### config.mk
export PLATFORM = sky130hd
export DESIGN_NAME = rtc_watchdog_interrupt_logic
export DESIGN_NICKNAME = d
export VERILOG_FILES = /design/src/logic/rtc_wd_irq_pkg.sv /design/src/logic/rtc_watchdog_interrupt_logic.sv
export SDC_FILE = /design/constraint.sdc
export NUM_CORES = 1
export LEC_CHECK = 0
export ABC_AREA = 1
export BUFFER_PORTS_ARGS = -buffer_cell sky130_fd_sc_hd__buf_4
export CAP_MARGIN = 20
export CORE_MARGIN = 1.5
export CORE_UTILIZATION = 49
export CTS_BUF_LIST = sky130_fd_sc_hd__clkbuf_16
export DETAILED_ROUTE_END_ITERATION = 10
export GPL_TIMING_DRIVEN = 0
export PLACE_DENSITY = 0.78
export SLEW_MARGIN = 20
export SYNTH_ARGS = -nofsm -noshare
export SYNTH_HDL_FRONTEND = slang
export SYNTH_SLANG_ARGS = --single-unit
### constraint.sdc
create_clock -name i_clk -period 2.4 [get_ports i_clk]
set_input_delay 0.12 -clock i_clk [delete_from_list [all_inputs] [get_ports i_clk]]
set_output_delay 0.12 -clock i_clk [all_outputs]
set_load 0.05 [all_outputs]
### src/logic/rtc_wd_irq_pkg.sv
// Constants for the watchdog, flag and interrupt-pin logic of the RTC.
// Assumes a 125 MHz system clock and a 32.768 kHz oscillator level on a pin.
package rtc_wd_irq_pkg;
	// Register indices; byte address is four times the index
	localparam logic [3:0] REG_FLAGS = 4'h0;
	localparam logic [3:0] REG_INT_CTRL = 4'h6;
	localparam logic [3:0] REG_WD_CTRL = 4'h7;
	// Event flags fields
	localparam int F_WD_EXPIRED = 7;
	localparam int F_ALARM = 6;
	localparam int F_POWERFAIL = 5;
	localparam int F_OSC_FAILED = 4;
	localparam int F_BACKUP_FAIL = 3;
	localparam int F_CAL = 2;
	localparam int F_UNLOCK = 1;
	// Flags cleared by a flags read; oscillator-failed needs an explicit write
	localparam logic [7:0] READ_CLEAR_MASK = 8'he8;
	localparam logic [7:0] FLAGS_RST = 8'h00;
	// Interrupt output control fields
	localparam int C_WD_IRQ_EN = 7;
	localparam int C_ALARM_IRQ_EN = 6;
	localparam int C_PF_IRQ_EN = 5;
	localparam int C_SQW_EN = 4;
	localparam int C_ACTIVE_HIGH = 3;
	localparam int C_PULSE_MODE = 2;
	localparam int C_FREQ_HI = 1;
	localparam int C_FREQ_LO = 0;
	localparam logic [7:0] INT_CTRL_RST = 8'h08;
	// Watchdog control fields
	localparam int W_STROBE = 7;
	localparam int W_LOCK = 6;
	localparam logic [6:0] WD_CTRL_RST = 7'h40;
	// Square-wave selections
	localparam logic [1:0] FREQ_1HZ = 2'h0;
	localparam logic [1:0] FREQ_512HZ = 2'h1;
	localparam logic [1:0] FREQ_4096HZ = 2'h2;
	// Pin vector positions
	localparam int P_OSC = 0;
	localparam int P_RUN = 1;
	localparam int P_BACKUP = 2;
	localparam int P_ALARM = 3;
	localparam int P_PF = 4;
	localparam int P_BKLOW = 5;
	localparam int P_OSCFAIL = 6;
	localparam int PIN_N = 7;
	// Time base
	localparam int OSC_HZ = 32768;
	localparam int TICK_HZ = 32;
	localparam int TICK_US = 31250;
	localparam logic [9:0] TICK_DIV_LAST = 10'(OSC_HZ / TICK_HZ - 1);
	localparam int PULSE_MS = 200;
	localparam int PULSE_TICKS = (PULSE_MS * 1000 + TICK_US - 1) / TICK_US;
endpackage

### src/logic/rtc_watchdog_interrupt_logic.sv
// Watchdog, event flags, interrupt output and square-wave select of the RTC.
// Assumes Avalon-MM master on i_clk; oscillator and status pins are asynchronous.
//
// Register access over Avalon-MM was left to the implementer.
`timescale 1ns/1ps

module rtc_watchdog_interrupt_logic #(
	parameter int PULSE_TICKS = rtc_wd_irq_pkg::PULSE_TICKS
) (
	// Clock and reset
	input wire logic i_clk,
	input wire logic i_rst,
	// Avalon-MM slave
	input wire logic [5:0] i_avs_address,
	input wire logic i_avs_read,
	input wire logic i_avs_write,
	input wire logic [31:0] i_avs_writedata,
	output logic [31:0] o_avs_readdata,
	output logic o_avs_waitrequest,
	// Nonvolatile recall, same clock
	input wire logic i_nv_recall,
	input wire logic [7:0] i_nv_int_ctrl,
	input wire logic [7:0] i_nv_wd_ctrl,
	// Asynchronous pins and monitors
	input wire logic i_osc_clk,
	input wire logic i_osc_running,
	input wire logic i_on_backup,
	input wire logic i_alarm_match,
	input wire logic i_powerfail,
	input wire logic i_backup_low,
	input wire logic i_osc_fail,
	// Interrupt pin
	output logic o_int_out,
	output logic o_int_oe
);
	// Wave picked from the oscillator divider
	function automatic logic wave_bit(input logic [1:0] sel, input logic [14:0] div,
		input logic osc);
		case (sel)
			rtc_wd_irq_pkg::FREQ_1HZ: wave_bit = div[14];
			rtc_wd_irq_pkg::FREQ_512HZ: wave_bit = div[5];
			rtc_wd_irq_pkg::FREQ_4096HZ: wave_bit = div[2];
			default: wave_bit = osc;
		endcase
	endfunction

	logic [rtc_wd_irq_pkg::PIN_N-1:0] pin_meta_ff, pin_sync_ff, pin_prev_ff;
	logic [14:0] div_ff, nxt_div;
	logic tick_osc, tick32, osc_ok, on_backup;
	logic [7:0] flags_ff, nxt_flags;
	logic [7:0] intc_ff, nxt_intc;
	logic [6:0] wdc_ff, nxt_wdc;
	logic [7:0] rep_ff, nxt_rep;
	logic bklow_ff, nxt_bklow;
	logic wait_ff, nxt_wait;
	logic [31:0] rdata_ff, nxt_rdata;
	logic [3:0] idx;
	logic req, ack, wr_wd, strobe, wd_load, flags_read;
	logic [5:0] new_timeout;
	logic [5:0] wd_cnt_ff, nxt_wd_cnt;
	logic wd_expire;
	logic [2:0] pulse_ff, nxt_pulse;
	logic irq_prev_ff, irq_cond, irq_act, any_en, drive, assert_lvl;
	logic int_out_ff, int_oe_ff, nxt_int_out, nxt_int_oe;

	// Two-stage synchronisers; edge detectors compare the second stage with its one-cycle-delayed copy
	always_ff @(posedge i_clk or posedge i_rst) begin
		if (i_rst) begin
			pin_meta_ff <= '0;
			pin_sync_ff <= '0;
			pin_prev_ff <= '0;
		end else begin
			pin_meta_ff <= {i_osc_fail, i_backup_low, i_powerfail, i_alarm_match,
				i_on_backup, i_osc_running, i_osc_clk};
			pin_sync_ff <= pin_meta_ff;
			pin_prev_ff <= pin_sync_ff;
		end
	end

	// Oscillator divider; one enable pulse per rising crystal edge while the oscillator runs
	always_comb begin
		osc_ok = pin_sync_ff[rtc_wd_irq_pkg::P_RUN];
		on_backup = pin_sync_ff[rtc_wd_irq_pkg::P_BACKUP];
		tick_osc = pin_sync_ff[rtc_wd_irq_pkg::P_OSC] & ~pin_prev_ff[rtc_wd_irq_pkg::P_OSC]
			& osc_ok;
		tick32 = tick_osc && (div_ff[9:0] == rtc_wd_irq_pkg::TICK_DIV_LAST);
		nxt_div = tick_osc ? div_ff + 15'h0001 : div_ff;
	end

	always_ff @(posedge i_clk or posedge i_rst) begin
		if (i_rst) begin
			div_ff <= 15'h0000;
		end else begin
			div_ff <= nxt_div;
		end
	end

	// Bus decode and strobes shared by the register and watchdog groups
	always_comb begin
		idx = i_avs_address[5:2];
		req = i_avs_read | i_avs_write;
		// Access lands on the edge where waitrequest is seen low
		ack = req & ~wait_ff;
		flags_read = ack & i_avs_read & (idx == rtc_wd_irq_pkg::REG_FLAGS);
		wr_wd = ack & i_avs_write & (idx == rtc_wd_irq_pkg::REG_WD_CTRL);
		strobe = wr_wd & i_avs_writedata[rtc_wd_irq_pkg::W_STROBE];
		wd_load = strobe | i_nv_recall;
		if (i_nv_recall) begin
			new_timeout = i_nv_wd_ctrl[5:0];
		end else if (wr_wd && !i_avs_writedata[rtc_wd_irq_pkg::W_LOCK]) begin
			new_timeout = i_avs_writedata[5:0];
		end else begin
			new_timeout = wdc_ff[5:0];
		end
	end

	// Watchdog down counter
	always_comb begin
		nxt_wd_cnt = wd_cnt_ff;
		wd_expire = 1'b0;
		if (wd_load) begin
			nxt_wd_cnt = new_timeout;
		end else if (tick32 && wdc_ff[5:0] != 6'h00) begin
			if (wd_cnt_ff == 6'h01) begin
				wd_expire = 1'b1;
				nxt_wd_cnt = wdc_ff[5:0];
			end else if (wd_cnt_ff == 6'h00) begin
				nxt_wd_cnt = wdc_ff[5:0];
			end else begin
				nxt_wd_cnt = wd_cnt_ff - 6'h01;
			end
		end
	end

	always_ff @(posedge i_clk or posedge i_rst) begin
		if (i_rst) begin
			wd_cnt_ff <= 6'h00;
		end else begin
			wd_cnt_ff <= nxt_wd_cnt;
		end
	end

	// Registers, flags and bus answer
	always_comb begin
		nxt_flags = flags_ff;
		nxt_intc = intc_ff;
		nxt_wdc = {wdc_ff[6], new_timeout};
		nxt_rep = rep_ff;
		nxt_bklow = bklow_ff | pin_sync_ff[rtc_wd_irq_pkg::P_BKLOW];
		nxt_wait = 1'b1;
		nxt_rdata = rdata_ff;
		if (req && wait_ff) begin
			// One wait cycle; data and reported flags captured here
			nxt_wait = 1'b0;
			nxt_rep = 8'h00;
			case (idx)
				rtc_wd_irq_pkg::REG_FLAGS: begin
					nxt_rdata = {24'h000000, flags_ff};
					nxt_rep = flags_ff & rtc_wd_irq_pkg::READ_CLEAR_MASK;
				end
				rtc_wd_irq_pkg::REG_INT_CTRL: nxt_rdata = {24'h000000, intc_ff};
				rtc_wd_irq_pkg::REG_WD_CTRL: nxt_rdata = {25'h0000000, wdc_ff};
				default: nxt_rdata = 32'h00000000;
			endcase
		end
		if (ack && i_avs_write) begin
			case (idx)
				rtc_wd_irq_pkg::REG_FLAGS: begin
					// flag bits other than unlock take a bus write only while unlocked
					if (flags_ff[rtc_wd_irq_pkg::F_UNLOCK]) begin
						nxt_flags = i_avs_writedata[7:0];
					end else begin
						nxt_flags[rtc_wd_irq_pkg::F_UNLOCK] =
							i_avs_writedata[rtc_wd_irq_pkg::F_UNLOCK];
					end
				end
				rtc_wd_irq_pkg::REG_INT_CTRL: nxt_intc = i_avs_writedata[7:0];
				rtc_wd_irq_pkg::REG_WD_CTRL: nxt_wdc[6] = i_avs_writedata[rtc_wd_irq_pkg::W_LOCK];
				default: nxt_wdc[6] = wdc_ff[6];
			endcase
		end
		// clear only what the read reported
		if (flags_read) begin
			nxt_flags = nxt_flags & ~rep_ff;
		end
		if (i_nv_recall) begin
			// stored wave and interrupt setup restored
			nxt_intc = i_nv_int_ctrl;
			nxt_wdc[6] = i_nv_wd_ctrl[rtc_wd_irq_pkg::W_LOCK];
			nxt_flags = flags_ff & (8'h01 << rtc_wd_irq_pkg::F_OSC_FAILED);
		end
		// sets come last so they win
		if (wd_expire) begin
			nxt_flags[rtc_wd_irq_pkg::F_WD_EXPIRED] = 1'b1;
		end
		if (pin_sync_ff[rtc_wd_irq_pkg::P_ALARM] && !pin_prev_ff[rtc_wd_irq_pkg::P_ALARM]) begin
			nxt_flags[rtc_wd_irq_pkg::F_ALARM] = 1'b1;
		end
		if (pin_sync_ff[rtc_wd_irq_pkg::P_PF] && !pin_prev_ff[rtc_wd_irq_pkg::P_PF]) begin
			nxt_flags[rtc_wd_irq_pkg::F_POWERFAIL] = 1'b1;
		end
		if (pin_sync_ff[rtc_wd_irq_pkg::P_OSCFAIL] && !pin_prev_ff[rtc_wd_irq_pkg::P_OSCFAIL]) begin
			nxt_flags[rtc_wd_irq_pkg::F_OSC_FAILED] = 1'b1;
		end
		// low backup seen at any time since the last return from backup, flagged on the next return
		if (!on_backup && pin_prev_ff[rtc_wd_irq_pkg::P_BACKUP]) begin
			if (nxt_bklow) begin
				nxt_flags[rtc_wd_irq_pkg::F_BACKUP_FAIL] = 1'b1;
			end
			nxt_bklow = 1'b0;
		end
	end

	always_ff @(posedge i_clk or posedge i_rst) begin
		if (i_rst) begin
			flags_ff <= rtc_wd_irq_pkg::FLAGS_RST;
			intc_ff <= rtc_wd_irq_pkg::INT_CTRL_RST;
			wdc_ff <= rtc_wd_irq_pkg::WD_CTRL_RST;
			rep_ff <= 8'h00;
			bklow_ff <= 1'b0;
			wait_ff <= 1'b1;
			rdata_ff <= 32'h00000000;
		end else begin
			flags_ff <= nxt_flags;
			intc_ff <= nxt_intc;
			wdc_ff <= nxt_wdc;
			rep_ff <= nxt_rep;
			bklow_ff <= nxt_bklow;
			wait_ff <= nxt_wait;
			rdata_ff <= nxt_rdata;
		end
	end

	// Interrupt condition, pulse timer and pin driver
	always_comb begin
		any_en = intc_ff[rtc_wd_irq_pkg::C_WD_IRQ_EN] | intc_ff[rtc_wd_irq_pkg::C_ALARM_IRQ_EN]
			| intc_ff[rtc_wd_irq_pkg::C_PF_IRQ_EN];
		irq_cond = ((flags_ff[rtc_wd_irq_pkg::F_WD_EXPIRED] & intc_ff[rtc_wd_irq_pkg::C_WD_IRQ_EN])
			| (flags_ff[rtc_wd_irq_pkg::F_ALARM] & intc_ff[rtc_wd_irq_pkg::C_ALARM_IRQ_EN])
			| (flags_ff[rtc_wd_irq_pkg::F_POWERFAIL] & intc_ff[rtc_wd_irq_pkg::C_PF_IRQ_EN]))
			& ~on_backup;
		nxt_pulse = pulse_ff;
		if (flags_read) begin
			nxt_pulse = 3'h0;
		end else if (irq_cond && !irq_prev_ff) begin
			// pulse length in 32 Hz ticks
			nxt_pulse = 3'(PULSE_TICKS);
		end else if (tick32 && pulse_ff != 3'h0) begin
			nxt_pulse = pulse_ff - 3'h1;
		end
		if (intc_ff[rtc_wd_irq_pkg::C_PULSE_MODE]) begin
			irq_act = (pulse_ff != 3'h0) & ~on_backup;
		end else begin
			irq_act = irq_cond;
		end
		// fixed source priority on the pin
		drive = 1'b0;
		assert_lvl = 1'b0;
		if (on_backup) begin
			drive = 1'b0;
		end else if (flags_ff[rtc_wd_irq_pkg::F_CAL]) begin
			drive = 1'b1;
			assert_lvl = wave_bit(rtc_wd_irq_pkg::FREQ_512HZ, div_ff,
				pin_sync_ff[rtc_wd_irq_pkg::P_OSC]);
		end else if (intc_ff[rtc_wd_irq_pkg::C_SQW_EN]) begin
			drive = 1'b1;
			assert_lvl = wave_bit(intc_ff[rtc_wd_irq_pkg::C_FREQ_HI:rtc_wd_irq_pkg::C_FREQ_LO],
				div_ff, pin_sync_ff[rtc_wd_irq_pkg::P_OSC]);
		end else if (any_en) begin
			drive = 1'b1;
			assert_lvl = irq_act;
		end
		if (intc_ff[rtc_wd_irq_pkg::C_ACTIVE_HIGH]) begin
			nxt_int_out = drive & assert_lvl;
			nxt_int_oe = drive;
		end else begin
			nxt_int_out = 1'b0;
			nxt_int_oe = drive & assert_lvl;
		end
	end

	always_ff @(posedge i_clk or posedge i_rst) begin
		if (i_rst) begin
			pulse_ff <= 3'h0;
			irq_prev_ff <= 1'b0;
			int_out_ff <= 1'b0;
			int_oe_ff <= 1'b0;
		end else begin
			pulse_ff <= nxt_pulse;
			irq_prev_ff <= irq_cond;
			int_out_ff <= nxt_int_out;
			int_oe_ff <= nxt_int_oe;
		end
	end

	// Outputs straight from flops
	assign o_avs_readdata = rdata_ff;
	assign o_avs_waitrequest = wait_ff;
	assign o_int_out = int_out_ff;
	assign o_int_oe = int_oe_ff;

	// Checks on watchdog, flags and pin
	property p_wd_dec;
		@(posedge i_clk) disable iff (i_rst)
		(tick32 && !wd_load && wdc_ff[5:0] != 6'h00 && wd_cnt_ff > 6'h01)
			|=> (wd_cnt_ff == $past(wd_cnt_ff) - 6'h01);
	endproperty
	a_wd_dec: assert property (p_wd_dec) else $error("watchdog missed a decrement");

	property p_wd_osc_stop;
		@(posedge i_clk) disable iff (i_rst)
		(!osc_ok && !wd_load) |=> $stable(wd_cnt_ff);
	endproperty
	a_wd_osc_stop: assert property (p_wd_osc_stop) else $error("watchdog moved without osc");

	property p_wd_strobe;
		@(posedge i_clk) disable iff (i_rst)
		strobe |=> (wd_cnt_ff == wdc_ff[5:0]);
	endproperty
	a_wd_strobe: assert property (p_wd_strobe) else $error("strobe did not reload");

	property p_wd_expire;
		@(posedge i_clk) disable iff (i_rst)
		(tick32 && !wd_load && wd_cnt_ff == 6'h01 && wdc_ff[5:0] != 6'h00)
			|=> flags_ff[rtc_wd_irq_pkg::F_WD_EXPIRED];
	endproperty
	a_wd_expire: assert property (p_wd_expire) else $error("expiry flag not set");

	property p_wd_lock;
		@(posedge i_clk) disable iff (i_rst)
		(wr_wd && i_avs_writedata[rtc_wd_irq_pkg::W_LOCK] && !i_nv_recall)
			|=> $stable(wdc_ff[5:0]);
	endproperty
	a_wd_lock: assert property (p_wd_lock) else $error("locked timeout changed");

	property p_wd_off;
		@(posedge i_clk) disable iff (i_rst)
		(wdc_ff[5:0] == 6'h00) |-> !wd_expire;
	endproperty
	a_wd_off: assert property (p_wd_off) else $error("disabled watchdog expired");

	property p_read_clear;
		@(posedge i_clk) disable iff (i_rst)
		(flags_read && !wd_expire && !i_nv_recall && !i_avs_write)
			##1 (pin_sync_ff[rtc_wd_irq_pkg::P_ALARM] == pin_prev_ff[rtc_wd_irq_pkg::P_ALARM])
			|-> $past(flags_ff[rtc_wd_irq_pkg::F_WD_EXPIRED]) == 1'b0
			|| !flags_ff[rtc_wd_irq_pkg::F_WD_EXPIRED]
			|| $past(rep_ff[rtc_wd_irq_pkg::F_WD_EXPIRED]) == 1'b0;
	endproperty
	a_read_clear: assert property (p_read_clear) else $error("flags read did not clear");

	property p_backup_quiet;
		@(posedge i_clk) disable iff (i_rst)
		on_backup |=> !o_int_oe && !o_int_out;
	endproperty
	a_backup_quiet: assert property (p_backup_quiet) else $error("pin driven on backup");

	property p_level_irq;
		@(posedge i_clk) disable iff (i_rst)
		(irq_cond && !intc_ff[rtc_wd_irq_pkg::C_PULSE_MODE] && !intc_ff[rtc_wd_irq_pkg::C_SQW_EN]
			&& !flags_ff[rtc_wd_irq_pkg::F_CAL] && intc_ff[rtc_wd_irq_pkg::C_ACTIVE_HIGH])
			|=> o_int_oe && o_int_out;
	endproperty
	a_level_irq: assert property (p_level_irq) else $error("level interrupt not driven");
endmodule

==> results.md <==
- Highest clock rate: 574 MHz
- Hold Startpoint: i_nv_int_ctrl[4]
- Initial Utilization: 0.505
- HP Class: input port to flop
- Width of the chip: 97.8 µm
- Setup TNS Final: 0 ps
- PostCTS Resize Cnt: 0
- Largest net degree at the start of global routing: 43
- CP Launch Point: div_ff[0]$_DFFE_PP0P_
- Antenna Nets Post-Route: 0
- Peak VDD IR: 0.399 mV
- Gr ovfl total: 0
- Fin nets: 688
- Arr. time, crit path: just over 2000 ps
- Antenna diodes: 0
- Max Cap Violations: 0
- Most frequent cells in the layout: nand2_1 (131), dfrtp_1 (80), buf_4 (75)
- CTS Buf Count: 9
- Proportion of layout cells with a drive suffix above 1: 0.222
- Slew HR: 0.649
- Part of the cycle the worst path needs: 0.726
- Die area: 0.00956 mm²
- Max-slew violations: 0
- Site row count: 34
- Clock-pin slew on the worst setup and hold paths: 70 ps
- Vias in the first global route: 3,591
- Final core occ: 0.620
- CTS sink count: 83
- Ys flop type: dfrtp_1
- Yosys reg bits: 83
- Dpl hpwl: 7410 µm
- Clock Skews: a little under 8 ps
- Die Height: 97.8 µm
- Final Hold Vio Count: 0
- Post-CTS Hold Fix Bufs: 9
- RSZ-0062 raised after global routing: no
- Final Routed Wirelength: 10,000 µm
- Post-CTS Setup Bufs: 0
- Crit path capture type: flop
- Final setup vio count: 0
- Initial DRT Pass Iterations: 4
- TritonCTS clock tree: yes
- Clk buf depth: 2
- Antenna violations before repair: 0
- Post-DR wirelength/cell: 13.8 µm
- Commonest non-fill, non-tap cell in the layout: nand2_1
- Status: completed
- Core ar.: 0.00872 mm²
- Buffers added on ports: 49
- Post-synthesis cell count: between 500 and 600
- Reg2Reg Launch Point: div_ff[0]$_DFFE_PP0P_
- Design Power: 3.88 mW
- Library cells used by synthesis: 41
- Post-synth ARST share: 1.00
- Seq/Total Area, Yosys: 0.473
- Number of synthesized flops with an enable pin: 0
- Total GRT Usage: 0.223
- Crit path time final: approximately 1700 ps
- Worst EP required: 2680 ps
- H-tree Lvls: 3
- Mapped cell area: between 0.004 and 0.005 mm²
- Root Buffer: clkbuf_16
- Skew-Pair Late Insertion Delay: between 300 and 400 ps
- Vias: 3,693
- Synth warn: 0
- Fill cell count: about 730
- Worst Hold Margin: 12.6 ps
- Critical path class: flop to flop
- First DRT Iteration DRCs: 179
- Ports: between 100 and 150
- Leakage dissipation: around 2.8 nW
- Startpoint Class: flop
- Slew @ Worst Pin: 526 ps
- DR DRC count: 0
- RD Place Congestion: 0.892
- Area Growth Syn to Fin: 22.8%
- Via density: approximately 5
- Pwr/cell area: approximately 720 mW/mm²
- Syn Area/Cell: between 8 and 9 µm²
- First-pass GRT wire length: 16,900 µm
- CP Max Fanout: 8
[cell families after synthesis]
group                      after synthesis  share of synthesized area
and+or+nand+nor                        259                      0.280
buffers and inverters                  100                      0.115
DFF                                     83                      0.473
AOI/OAI and AO/OA                       59                     0.0844
xor gates and xnor gates                15                     0.0299
adders and majority gates                6                     0.0171
other                                    1                   0.000852
[synthesized netlist by cell type, drive strengths merged (2+ instances only)]
cell type	n	share of area
o311ai	2	0.0040
or2	6	0.0085
a21oi	13	0.017
dfstp	3	0.018
dfrtp	80	0.45
xnor2	8	0.016
nand2	135	0.12
inv	65	0.057
nor2	41	0.053
o22ai	3	0.0043
nand4	11	0.016
buf	32	0.055
and2	6	0.0085
nand3	59	0.072
ha	6	0.017
o21ai	34	0.042
clkinv	2	0.0017
xor2	7	0.014
o211ai	6	0.015
[where the power goes]
part	internal, mW	total [mW]	leakage [nW]	switching [mW]
sequential	1.54	1.66	1.03	0.115
clock	0.813	1.41	0.150	0.595
combinational	0.301	0.812	1.66	0.512
total	2.66	3.88	2.84	1.22
[routing by layer]
layer / up-vias / GRT usage / routed length, µm
met4: 0 / 0.104 / 255
met5: - / 0 / 0
met3: 19 / 0.0472 / 657
met2: 131 / 0.349 / 4710
li1: 1822 / - / -
met1: 1721 / 0.297 / 4410
[through the flow]
stage / instance area (µm²) / worst slack, ps / std cells
2_1_floorplan: 4490 / 148 / 546
3_3_place_gp: 4990 / -801 / 703
3_5_place_dp: 5010 / 708 / 704
4_1_cts: 5400 / 684 / 729
5_1_grt: 5400 / 469 / 729
6_report: 5400 / 658 / 729
[area by class of cell]
type                            count  area, µm²  area share
Inverter                           67        262      0.0484
Clock buffer                        9        225      0.0417
Multi-Input combinational cell    363       1900       0.352
Buffer                             33        245      0.0454
Timing Repair Buffer               59        478      0.0885
Sequential cell                    83       2080       0.385
Clock inverter                      7       75.1      0.0139
Tap cell                          108        135      0.0250
[final timing paths]
check / to / slack [ps] / cells past startpoint
worst max register to register: wd_cnt_ff[0]$_DFFE_PP0P_ / 660 / 9
max in group asynchronous: wdc_ff[6]$_DFFE_PP1P_ / 1350 / 4
worst max-delay path: wd_cnt_ff[0]$_DFFE_PP0P_ / 660 / 9
worst min register to register: pin_sync_ff[4]$_DFF_PP0_ / 350 / 0
worst min-delay path: intc_ff[4]$_DFFE_PP0P_ / 10 / 3
min in group asynchronous: pulse_ff[2]$_DFFE_PP0P_ / 390 / 3
[worst max-delay path: stages (launching register included)]
cell and delay [ps]:
dfrtp_1 380, ha_1 200, inv_1 50, nor2_1 200
nand2_1 110, nor2_2 170, nand3_2 220, nand2_2 190
nand2_1 80, nand3_1 80
[sequential cells by signal, summed over array words and instances (netlist names)]
signal and count:
bklow_ff 1, intc_ff 8, div_ff 15, o_avs_waitrequest 1, rep_ff 4, o_int_oe 1
irq_prev_ff 1, wdc_ff 7, o_int_out 1, o_avs_readdata 8, pin_prev_ff 5, pulse_ff 3
flags_ff 8, pin_sync_ff 7, pin_meta_ff 7, wd_cnt_ff 6
(Power assumes the default switching activity.)
